--- config.mk ---
export PLATFORM = sky130hd
export DESIGN_NAME = sadc_ctrl
export DESIGN_NICKNAME = d
export VERILOG_FILES = /design/src/verilog/sadc_pkg.sv /design/src/verilog/sadc_ctrl.sv
export VERILOG_INCLUDE_DIRS = /design/src /design/src/verilog
export SDC_FILE = /design/constraint.sdc
export NUM_CORES = 1
export LEC_CHECK = 0
export BUFFER_PORTS_ARGS = -buffer_cell sky130_fd_sc_hd__buf_4
export CAP_MARGIN = 20
export CELL_PAD_IN_SITES_DETAIL_PLACEMENT = 0
export CELL_PAD_IN_SITES_GLOBAL_PLACEMENT = 1
export CORE_ASPECT_RATIO = 1.2
export CORE_MARGIN = 2
export CORE_UTILIZATION = 40
export DETAILED_ROUTE_END_ITERATION = 8
export GPL_TIMING_DRIVEN = 1
export PLACE_DENSITY = 0.78
export SKIP_LAST_GASP = 1
export SYNTH_ARGS = -nofsm -noshare
export SYNTH_HDL_FRONTEND = slang
export SYNTH_SLANG_ARGS = --single-unit
--- constraint.sdc ---
create_clock -name clk -period 5.4 [get_ports clk]
set_input_delay 0.54 -clock clk [delete_from_list [all_inputs] [get_ports clk]]
set_output_delay 0.54 -clock clk [all_outputs]
set_load 0.01 [all_outputs]
--- src/verilog/sadc_defs.svh ---
/*
  Register offsets, field positions, reset values and timing counts of the
  converter controller. Assumes inclusion by bare name from the design files.
*/
`ifndef SADC_DEFS_SVH
`define SADC_DEFS_SVH

// ==========================================================================
// Register offsets (byte addresses on APB)
`define SADC_OFS_MODE0 12'h000
`define SADC_OFS_MODE1 12'h004
`define SADC_OFS_MODEC 12'h008
`define SADC_OFS_CHAN 12'h00C
`define SADC_OFS_RESW 12'h010
`define SADC_OFS_RESN 12'h014
`define SADC_OFS_UPLIM 12'h018
`define SADC_OFS_LOLIM 12'h01C
`define SADC_OFS_STAT 12'h020

// ==========================================================================
// Mode register 0 fields
`define SADC_M0_RUN 7
`define SADC_M0_CHMODE 6
`define SADC_M0_SHORT 0
`define SADC_M0_CMPEN 1
// Mode register 1 fields
`define SADC_M1_TRIG_LO 0
`define SADC_M1_ONESHOT 2
// Mode register C fields
`define SADC_MC_REFLO 0
`define SADC_MC_REFHI 1
`define SADC_MC_RES8 2
`define SADC_MC_RANGEOUT 3

// ==========================================================================
// Reset values and timing
`define SADC_UPLIM_RST 8'hFF
`define SADC_LOLIM_RST 8'h00
`define SADC_SAMPLE_LONG 7
`define SADC_SAMPLE_SHORT 5
`define SADC_STAB_NS 1000
`define SADC_CLK_NS 20
`define SADC_STAB_CYC ((`SADC_STAB_NS + `SADC_CLK_NS - 1) / `SADC_CLK_NS)
`define SADC_SCAN_CH 4

`endif

--- src/verilog/sadc_pkg.sv ---
/*
  Types of the converter controller.
  Assumes the definitions header is compiled alongside.
*/
package sadc_pkg;

  typedef enum logic [1:0] {
    SADC_TRIG_SW,
    SADC_TRIG_HWNOWAIT,
    SADC_TRIG_HWWAIT,
    SADC_TRIG_RSV
  } sadc_trig_e;

  typedef enum logic [2:0] {
    SADC_IDLE,
    SADC_STAB,
    SADC_SAMPLE,
    SADC_CONVERT,
    SADC_LOAD
  } sadc_state_e;

  typedef struct packed {
    logic        sampleOn;
    logic        compareOn;
    logic        powerOn;
    logic [4:0]  channel;
    logic [9:0]  tapCode;
    logic [1:0]  refSel;
  } sadc_analog_s;

endpackage

--- src/verilog/sadc_ctrl.sv ---
/*
  Successive-approximation converter controller with APB register slave.
  Assumes an analog front end that samples, holds and compares against the
  tap code it is given, returning a synchronous compare result each cycle.
*/
// The implementer's own choices: the register offsets and register access over APB.
`timescale 1ns/1ps
`include "sadc_defs.svh"

module sadc_ctrl #(
  parameter int RES_BITS = 10,
  parameter int SCAN_CH = `SADC_SCAN_CH
)(
  input wire logic clk,
  input wire logic nrst,
  input wire logic psel,
  input wire logic penable,
  input wire logic pwrite,
  input wire logic [11:0] paddr,
  input wire logic [31:0] pwdata,
  output logic [31:0] prdata,
  output logic pready,
  output logic pslverr,
  input wire logic hwTrigger,
  input wire logic cmpAbove,
  output sadc_pkg::sadc_analog_s analogCtl,
  output logic conversionEndIrq
);

  // ========================================================================
  // Elaboration checks
  initial
  begin
    if (RES_BITS != 10)
    begin
      $error("sadc_ctrl serves only a 10-bit approximation register.");
    end
    if (SCAN_CH < 1 || SCAN_CH > 8)
    begin
      $error("sadc_ctrl scan count must be 1 to 8.");
    end
  end

  localparam int STAB_CYC = `SADC_STAB_CYC;
  localparam logic [4:0] GAIN_AMP_CH = 5'h1F;

  // ========================================================================
  // Registers
  logic [7:0] mode0;
  logic [7:0] mode1;
  logic [7:0] modeC;
  logic [4:0] chanSel;
  logic [7:0] upLimit;
  logic [7:0] loLimit;
  logic [15:0] resultWide;
  logic [7:0] resultNarrow;
  logic lastInRange;

  sadc_pkg::sadc_state_e state;
  logic [9:0] sar;
  logic [3:0] bitIdx;
  logic [5:0] cnt;
  logic [2:0] scanIdx;
  logic hwTrigDly;
  logic runClear;

  wire logic wrEn = psel && penable && pwrite;
  wire logic runBit = mode0[`SADC_M0_RUN];
  wire logic cmpEnBit = mode0[`SADC_M0_CMPEN];
  wire logic scanMode = mode0[`SADC_M0_CHMODE];
  wire logic oneShot = mode1[`SADC_M1_ONESHOT];
  wire logic res8 = modeC[`SADC_MC_RES8];
  wire logic trigEdge = hwTrigger && !hwTrigDly;
  wire sadc_pkg::sadc_trig_e trigMode =
    sadc_pkg::sadc_trig_e'(mode1[`SADC_M1_TRIG_LO +: 2]);
  // Run bit only counts while the comparator is enabled.
  // run with comparator
  wire logic active = runBit && cmpEnBit;

  // ========================================================================
  // Register address decode used only for the error response (pslverr) of reads and writes.
  function automatic logic isMapped(input logic [11:0] a);
    unique case (a)
      `SADC_OFS_MODE0, `SADC_OFS_MODE1, `SADC_OFS_MODEC, `SADC_OFS_CHAN,
      `SADC_OFS_RESW, `SADC_OFS_RESN, `SADC_OFS_UPLIM, `SADC_OFS_LOLIM,
      `SADC_OFS_STAT: isMapped = 1'b1;
      default: isMapped = 1'b0;
    endcase
  endfunction

  assign pready = 1'b1;
  assign pslverr = psel && penable && !isMapped(paddr);

  // ========================================================================
  // Mode register 0 write; hardware clears run at end of one-shot.
  // one-shot stop
  always_ff @(posedge clk or negedge nrst)
  begin
    if (!nrst)
      mode0 <= 8'h00;
    else if (wrEn && paddr == `SADC_OFS_MODE0)
      mode0 <= pwdata[7:0];
    else if (runClear)
      mode0[`SADC_M0_RUN] <= 1'b0;
  end

  always_ff @(posedge clk or negedge nrst)
  begin
    if (!nrst)
    begin
      mode1 <= 8'h00;
      modeC <= 8'h00;
      chanSel <= 5'h00;
      upLimit <= `SADC_UPLIM_RST;
      loLimit <= `SADC_LOLIM_RST;
    end
    else if (wrEn)
    begin
      unique case (paddr)
        `SADC_OFS_MODE1: mode1 <= pwdata[7:0];
        `SADC_OFS_MODEC: modeC <= pwdata[7:0];
        `SADC_OFS_CHAN: chanSel <= pwdata[4:0];
        `SADC_OFS_UPLIM: upLimit <= pwdata[7:0];
        `SADC_OFS_LOLIM: loLimit <= pwdata[7:0];
        default:
        begin
        end
      endcase
    end
  end

  // ========================================================================
  // Read mux; data is registered on the setup cycle.
  always_ff @(posedge clk or negedge nrst)
  begin
    if (!nrst)
      prdata <= 32'h0000_0000;
    else if (psel && !penable && !pwrite)
    begin
      unique case (paddr)
        `SADC_OFS_MODE0: prdata <= {24'h00_0000, mode0};
        `SADC_OFS_MODE1: prdata <= {24'h00_0000, mode1};
        `SADC_OFS_MODEC: prdata <= {24'h00_0000, modeC};
        `SADC_OFS_CHAN: prdata <= {27'h000_0000, chanSel};
        `SADC_OFS_RESW: prdata <= {16'h0000, resultWide};
        `SADC_OFS_RESN: prdata <= {24'h00_0000, resultNarrow};
        `SADC_OFS_UPLIM: prdata <= {24'h00_0000, upLimit};
        `SADC_OFS_LOLIM: prdata <= {24'h00_0000, loLimit};
        `SADC_OFS_STAT: prdata <= {28'h000_0000, lastInRange, scanIdx};
        default: prdata <= 32'h0000_0000;
      endcase
    end
  end

  always_ff @(posedge clk or negedge nrst)
  begin
    if (!nrst)
      hwTrigDly <= 1'b0;
    else
      hwTrigDly <= hwTrigger;
  end

  // ========================================================================
  // Conversion sequencer.
  wire logic [5:0] sampleLen = mode0[`SADC_M0_SHORT] ?
    6'(`SADC_SAMPLE_SHORT) : 6'(`SADC_SAMPLE_LONG);
  wire logic [3:0] lastBit = res8 ? 4'd2 : 4'd0;
  wire logic lastScan = !scanMode || scanIdx == 3'(SCAN_CH - 1);
  wire logic [7:0] res8Val = sar[9:2];
  // Range test outside or inside selectable; keeps request off otherwise.
  // limit range check
  wire logic inRange = (res8Val <= upLimit) && (res8Val >= loLimit);
  wire logic passLimit = modeC[`SADC_MC_RANGEOUT] ? !inRange : inRange;

  always_ff @(posedge clk or negedge nrst)
  begin
    if (!nrst)
    begin
      state <= sadc_pkg::SADC_IDLE;
      sar <= 10'h000;
      bitIdx <= 4'd0;
      cnt <= 6'd0;
      scanIdx <= 3'd0;
      runClear <= 1'b0;
      conversionEndIrq <= 1'b0;
      resultWide <= 16'h0000;
      resultNarrow <= 8'h00;
      lastInRange <= 1'b0;
    end
    else
    begin
      runClear <= 1'b0;
      conversionEndIrq <= 1'b0;
      if (!active)
      begin
        state <= sadc_pkg::SADC_IDLE;
        scanIdx <= 3'd0;
      end
      else
      begin
        unique case (state)
          sadc_pkg::SADC_IDLE:
          begin
            cnt <= 6'd0;
            // Run still reads set in the cycle after a one-shot pass, so hold off here.
            // no restart pending
            if (runClear)
              state <= sadc_pkg::SADC_IDLE;
            else if (trigMode == sadc_pkg::SADC_TRIG_SW)
              state <= sadc_pkg::SADC_SAMPLE;
            else if (trigMode == sadc_pkg::SADC_TRIG_HWNOWAIT && trigEdge)
              state <= sadc_pkg::SADC_SAMPLE;
            else if (trigMode == sadc_pkg::SADC_TRIG_HWWAIT && trigEdge)
              state <= sadc_pkg::SADC_STAB;
          end
          sadc_pkg::SADC_STAB:
          begin
            if (cnt == 6'(STAB_CYC - 1))
            begin
              cnt <= 6'd0;
              state <= sadc_pkg::SADC_SAMPLE;
            end
            else
              cnt <= cnt + 6'd1;
          end
          sadc_pkg::SADC_SAMPLE:
          begin
            if (cnt == sampleLen - 6'd1)
            begin
              cnt <= 6'd0;
              sar <= 10'h200;
              bitIdx <= 4'd9;
              state <= sadc_pkg::SADC_CONVERT;
            end
            else
              cnt <= cnt + 6'd1;
          end
          sadc_pkg::SADC_CONVERT:
          begin
            sar[bitIdx] <= cmpAbove;
            if (bitIdx == lastBit)
              state <= sadc_pkg::SADC_LOAD;
            else
            begin
              sar[bitIdx - 4'd1] <= 1'b1;
              bitIdx <= bitIdx - 4'd1;
            end
          end
          sadc_pkg::SADC_LOAD:
          begin
            resultWide <= {sar, 6'h00};
            resultNarrow <= sar[9:2];
            lastInRange <= inRange;
            if (lastScan)
              conversionEndIrq <= passLimit;
            scanIdx <= lastScan ? 3'd0 : scanIdx + 3'd1;
            if (lastScan && oneShot)
            begin
              runClear <= 1'b1;
              state <= sadc_pkg::SADC_IDLE;
            end
            else if (lastScan && trigMode != sadc_pkg::SADC_TRIG_SW)
              state <= sadc_pkg::SADC_IDLE;
            else
              state <= sadc_pkg::SADC_SAMPLE;
          end
          default: state <= sadc_pkg::SADC_IDLE;
        endcase
      end
    end
  end

  // ========================================================================
  // Analog front-end steering.
  always_comb
  begin
    analogCtl.sampleOn = state == sadc_pkg::SADC_SAMPLE;
    analogCtl.compareOn = state == sadc_pkg::SADC_CONVERT;
    // Wait mode keeps the front end off until a trigger arrives.
    // standby unpowered
    analogCtl.powerOn = cmpEnBit &&
      (trigMode != sadc_pkg::SADC_TRIG_HWWAIT || state != sadc_pkg::SADC_IDLE);
    analogCtl.channel = scanMode ? chanSel + 5'(scanIdx) : chanSel;
    analogCtl.tapCode = sar;
    analogCtl.refSel = {modeC[`SADC_MC_REFHI], modeC[`SADC_MC_REFLO]};
    if (!scanMode && chanSel == GAIN_AMP_CH)
      analogCtl.channel = GAIN_AMP_CH;
  end

endmodule

* After elaboration in Yosys (flattened, before gate mapping)
Index checks and enable logic that the tools add are counted.
** Word-level totals
- Output and inout bits :: 55
- Register bits :: 125
- Logic and storage cells :: 145
** Operators by class
- Reductions and logical operators :: 44
- $add $sub $neg :: 5
- Magnitude comparators :: 6
- Mux-type cells :: 43
- Equality and inequality tests :: 27
- Bitwise logic cells :: 1
** Operator list (number)
- $pmux 16 s9 :: 1
- $eq 12x5->1 const B :: 4
- $mux 3 :: 11
- $eq 12x4->1 const B :: 2
- $mux 10 :: 2
- $pmux 10 s2 :: 1
- $pmux 6 s3 :: 1
- $logic_and 1x1->1 :: 17
- $pmux 3 s5 :: 1
- $reduce_and 2->1 :: 7
- $eq 12x3->1 const B :: 1
- $eq 12x6->1 const B :: 1
- $logic_not 12->1 :: 1
- $mux 1 :: 12
- $mux 6 :: 2
- $bwmux 10 :: 1
- $lt 4x5->1 const B :: 2
- $mux 5 :: 2
- $or 10x10->10 :: 1
- $eq 3x2->1 const B :: 3
- $reduce_or 9->1 :: 1
- $demux 1 s4 :: 2
- $ge 4x1->1 const B :: 2
- $ge 8x8->1 :: 1
- 30 further kinds :: 47

* Logic depth before layout (Yosys ltp)
- Depth in word-level cells :: 9
- Depth in mapped cells :: 7
- Gate-level depth less buffers :: 7

* Least setup slack after synthesis
OpenSTA, ideal clock, no wires.
- Kind :: register to output
- From :: register scanIdx[0]
- To :: output port analogCtl[16] (netlist name)
- Data required time :: 4.860 ns
- Slack :: 3.415 ns
- Cell stages (with the launch flop) :: 7
- Arrival time :: 1.445 ns
- Cells stage by stage :: dfrtp_1 ha_1 inv_1 fa_1 nor2b_1 o211ai_1 xnor2_1
** RTL lines
- from (decl) :: line sadc_ctrl.sv:63 : logic [2:0] scanIdx;
- from (signal assigned) :: line sadc_ctrl.sv:256 : scanIdx <= lastScan ? 3'd0 : scanIdx + 3'd1;
- to (decl) :: line sadc_ctrl.sv:26 : output sadc_pkg::sadc_analog_s analogCtl,

==> impl_metrics.ini <==
[status]
status = completed

[sta]
fmaxAchievable_mhz = 392
fin_skew_ns = 0.00757
final.period_utilization_pct = 47.2
rsz0062_at_grt = no
hold_viol_final = 0
tns_ns = 0
setup_slack_ns = 2.85
final_max_slew_viol_count = 0
fin_crit_ns = 2.55
tightest_slew_ns = 0.937
setup_viol = 0
slew_headroom_pct = 37.6
whs_ns = 0.113

[floorplan]
die_h_um = 137
io_pins = 106
start_util_pct = 40.8
design.core.area_um2 = 14400
die_w_um = 114
dieArea_um2 = 15600
num_rows = 48

[worst_setup_path]
arrival_ns = 2.01
worstPathMaxFanout = 5
critPathCaptureType = primary output
worstPathRequired_ns = 4.86
critPathKind = register to primary output
worst_setup_path_start_kind = register

[detailed_routing]
totalWireLength_um = 14800
via_per_inst = 5.58
drtIter0Drc = 254
ant_nets = 0
dr.pass1.iters = 4
drc = 0
vias = 4381
wl_per_cell_um = 18.8

[yosys]
synthCells = 553
ys_ff_latch = 101
synth-edff-count = 0
synth_top_cell_by_area = dfrtp_1
netlist_area_um2 = 5860
synth.area.top_cells = dfrtp_1, mux2_2, ha_1, mux2i_1, dfstp_2
synth.top_cell.area_share_pct = 39.7
avgSynthCellArea_um2 = 10.6
synthFlopType = dfrtp_1
ys_seq_area_share_pct = 43.3
ys_warn_count = 0
synthArstFlopShare_pct = 100
synth_cell_types = 61

[place]
dp_slack_ns = 2.99
dp_cells = 769
port_buffers = 64
gp_congestion = 0.858
place_hpwl_um = 10900

[cts]
path_clk_slew_ns = 0.07
htree_levels = 3
clock_path_buffers = 2
cts_hold_buf = 0
cts.repair.resized = 0
cts_made_buffers = 9
tritoncts = built
cts-root-buf = clkbuf_16
cts_setup_buffers = 0
clk_latency_ns = 0.35
cts.sinks = 101

[job]
drv_cap = 0

[power]
p_int_mw = 1.48
p_clk_share_pct = 26.5
cellPowerDensity_nw_per_um2 = 346
cellLeakagePower_nw = 3.16
ir_drop_uv = 136
p_seq_share_pct = 42.6
p_switching_mw = 0.832
combPwrFrac_pct = 30.8
swShare_pct = 36.1

[layout]
nNetsFinal = 687
drive_above_1_share_pct = 26.1
final_cell_count_no_fill = 785
syn_to_final_growth_pct = 13.8
n_antenna_cell = 0
utilization_pct = 46.4

[global_route]
grt_util_all_layers_pct = 19.4
grt_first_pass_wirelength_um = 23400
grt_start_max_net_pins = 74
grt-ovfl-total = 0
grt_antenna_before_repair = 0
first_global_vias = 4336

[hold_path]
hold_path_class = input pin to asynchronous set/reset pin
## cell type report
| class | count | area, um2 |
|---|---|---|
| Inverter | 30 | 113 |
| Multi-Input combinational cell | 397 | 3020 |
| Clock buffer | 11 | 243 |
| Fill cell | 1350 | 7690 |
| Tap cell | 175 | 219 |
| Timing Repair Buffer | 66 | 499 |
| Sequential cell | 101 | 2540 |
| Clock inverter | 5 | 35.0 |
## final timing paths
path                       startpoint          endpoint  slack (ns)  depth (start not counted)
max reg2reg                upLimit[7]  conversionEndIrq        3.33                          7
min                              nrst     resultWide[6]        0.11                          1
min reg2reg                 prdata[4]         prdata[4]        0.48                          2
max                        scanIdx[0]     analogCtl[14]        2.85                          6
min in group clk            hwTrigger         hwTrigDly        0.31                          1
max in group asynchronous        nrst          modeC[4]        4.03                          2
## critical path, cell delays in order, from the launching register on
cell and delay, ns:
dfrtp_1 0.45, ha_1 0.22, inv_1 0.06, fa_1 0.39, xnor2_1 0.14, mux2_2 0.26
buf_4 0.14
## routing by layer
| layer | up-vias | share of wire (%) | GRT usage, % |
|---|---|---|---|
| li1 | 2077 | - | - |
| met1 | 2160 | 44 | 25.1 |
| met2 | 120 | 49 | 31.8 |
| met3 | 24 | 4.4 | 3.54 |
| met4 | 0 | 3.4 | 8.74 |
| met5 | - | 0 | 0 |
## state kept, by name (all words and copies together), names as in the netlist, 4 cells and up
| register | cells |
|---|---|
| bitIdx | 4 |
| chanSel | 5 |
| cnt | 6 |
| loLimit | 8 |
| mode0 | 8 |
| mode1 | 8 |
| modeC | 8 |
| prdata | 16 |
| resultNarrow | 8 |
| sar | 10 |
| upLimit | 8 |
## Yosys cell counts, types with 5 or more instances
library cell and number:
or3_1 5, o21ai_0 30, nand2_1 37, nor2_1 28
inv_1 30, ha_1 30, dfstp_2 8, nand2b_1 8
a21oi_1 31, nor3_1 10, mux2_2 55, buf_4 22
buf_2 9, dfrtp_1 93, nand3_1 10, a22o_1 19
nor2b_1 13, o31ai_1 7, mux2i_1 23, clkbuf_1 8
and3_1 6
## per-stage QoR
stage	power (mW)	instance area [um2]
floorplan	1.47	5910
global placement	1.68	6380
detailed placement	1.70	6390
CTS	2.32	6670
global route	2.46	6670
finish	2.31	6670
## cell usage in the layout (no fill, tap or decap), drive strengths merged, types with 7 or more instances in the layout
| master | instances |
|---|---|
| a21oi | 31 |
| a22o | 19 |
| buf | 66 |
| clkbuf | 11 |
| conb | 17 |
| dfrtp | 93 |
| dfstp | 8 |
| ha | 30 |
| inv | 31 |
| mux2 | 57 |
| mux2i | 23 |
| nand2 | 37 |
| nand2b | 8 |
| nand3 | 11 |
| nor2 | 31 |
| nor2b | 13 |
| nor3 | 11 |
| o21ai | 30 |
| o31ai | 7 |
## cell families (layout without fill, tap and decap cells)
family	count (synthesis)	in the layout	share of synthesized area (%)
XOR/XNOR	7	7	1.05
AO/OA/AOI/OAI	116	116	12.9
buffers and inverters	70	112	6.09
multiplexers	84	84	16.4
other	2	17	0.128
flip-flops	101	101	43.3
AND/OR/NAND/NOR	142	142	13.3
adder cells (fa/ha/maj)	31	31	6.75
## power groups by stage
stage,clock [mW],combinational (mW),sequential (mW)
2_1_floorplan,0,0.543,0.932
3_3_place_gp,0,0.692,0.993
3_5_place_dp,0,0.707,0.996
4_1_cts,0.628,0.713,0.981
5_1_grt,0.658,0.800,1.00
6_report,0.612,0.711,0.984
Note: power is estimated with default switching activity, not from simulation.
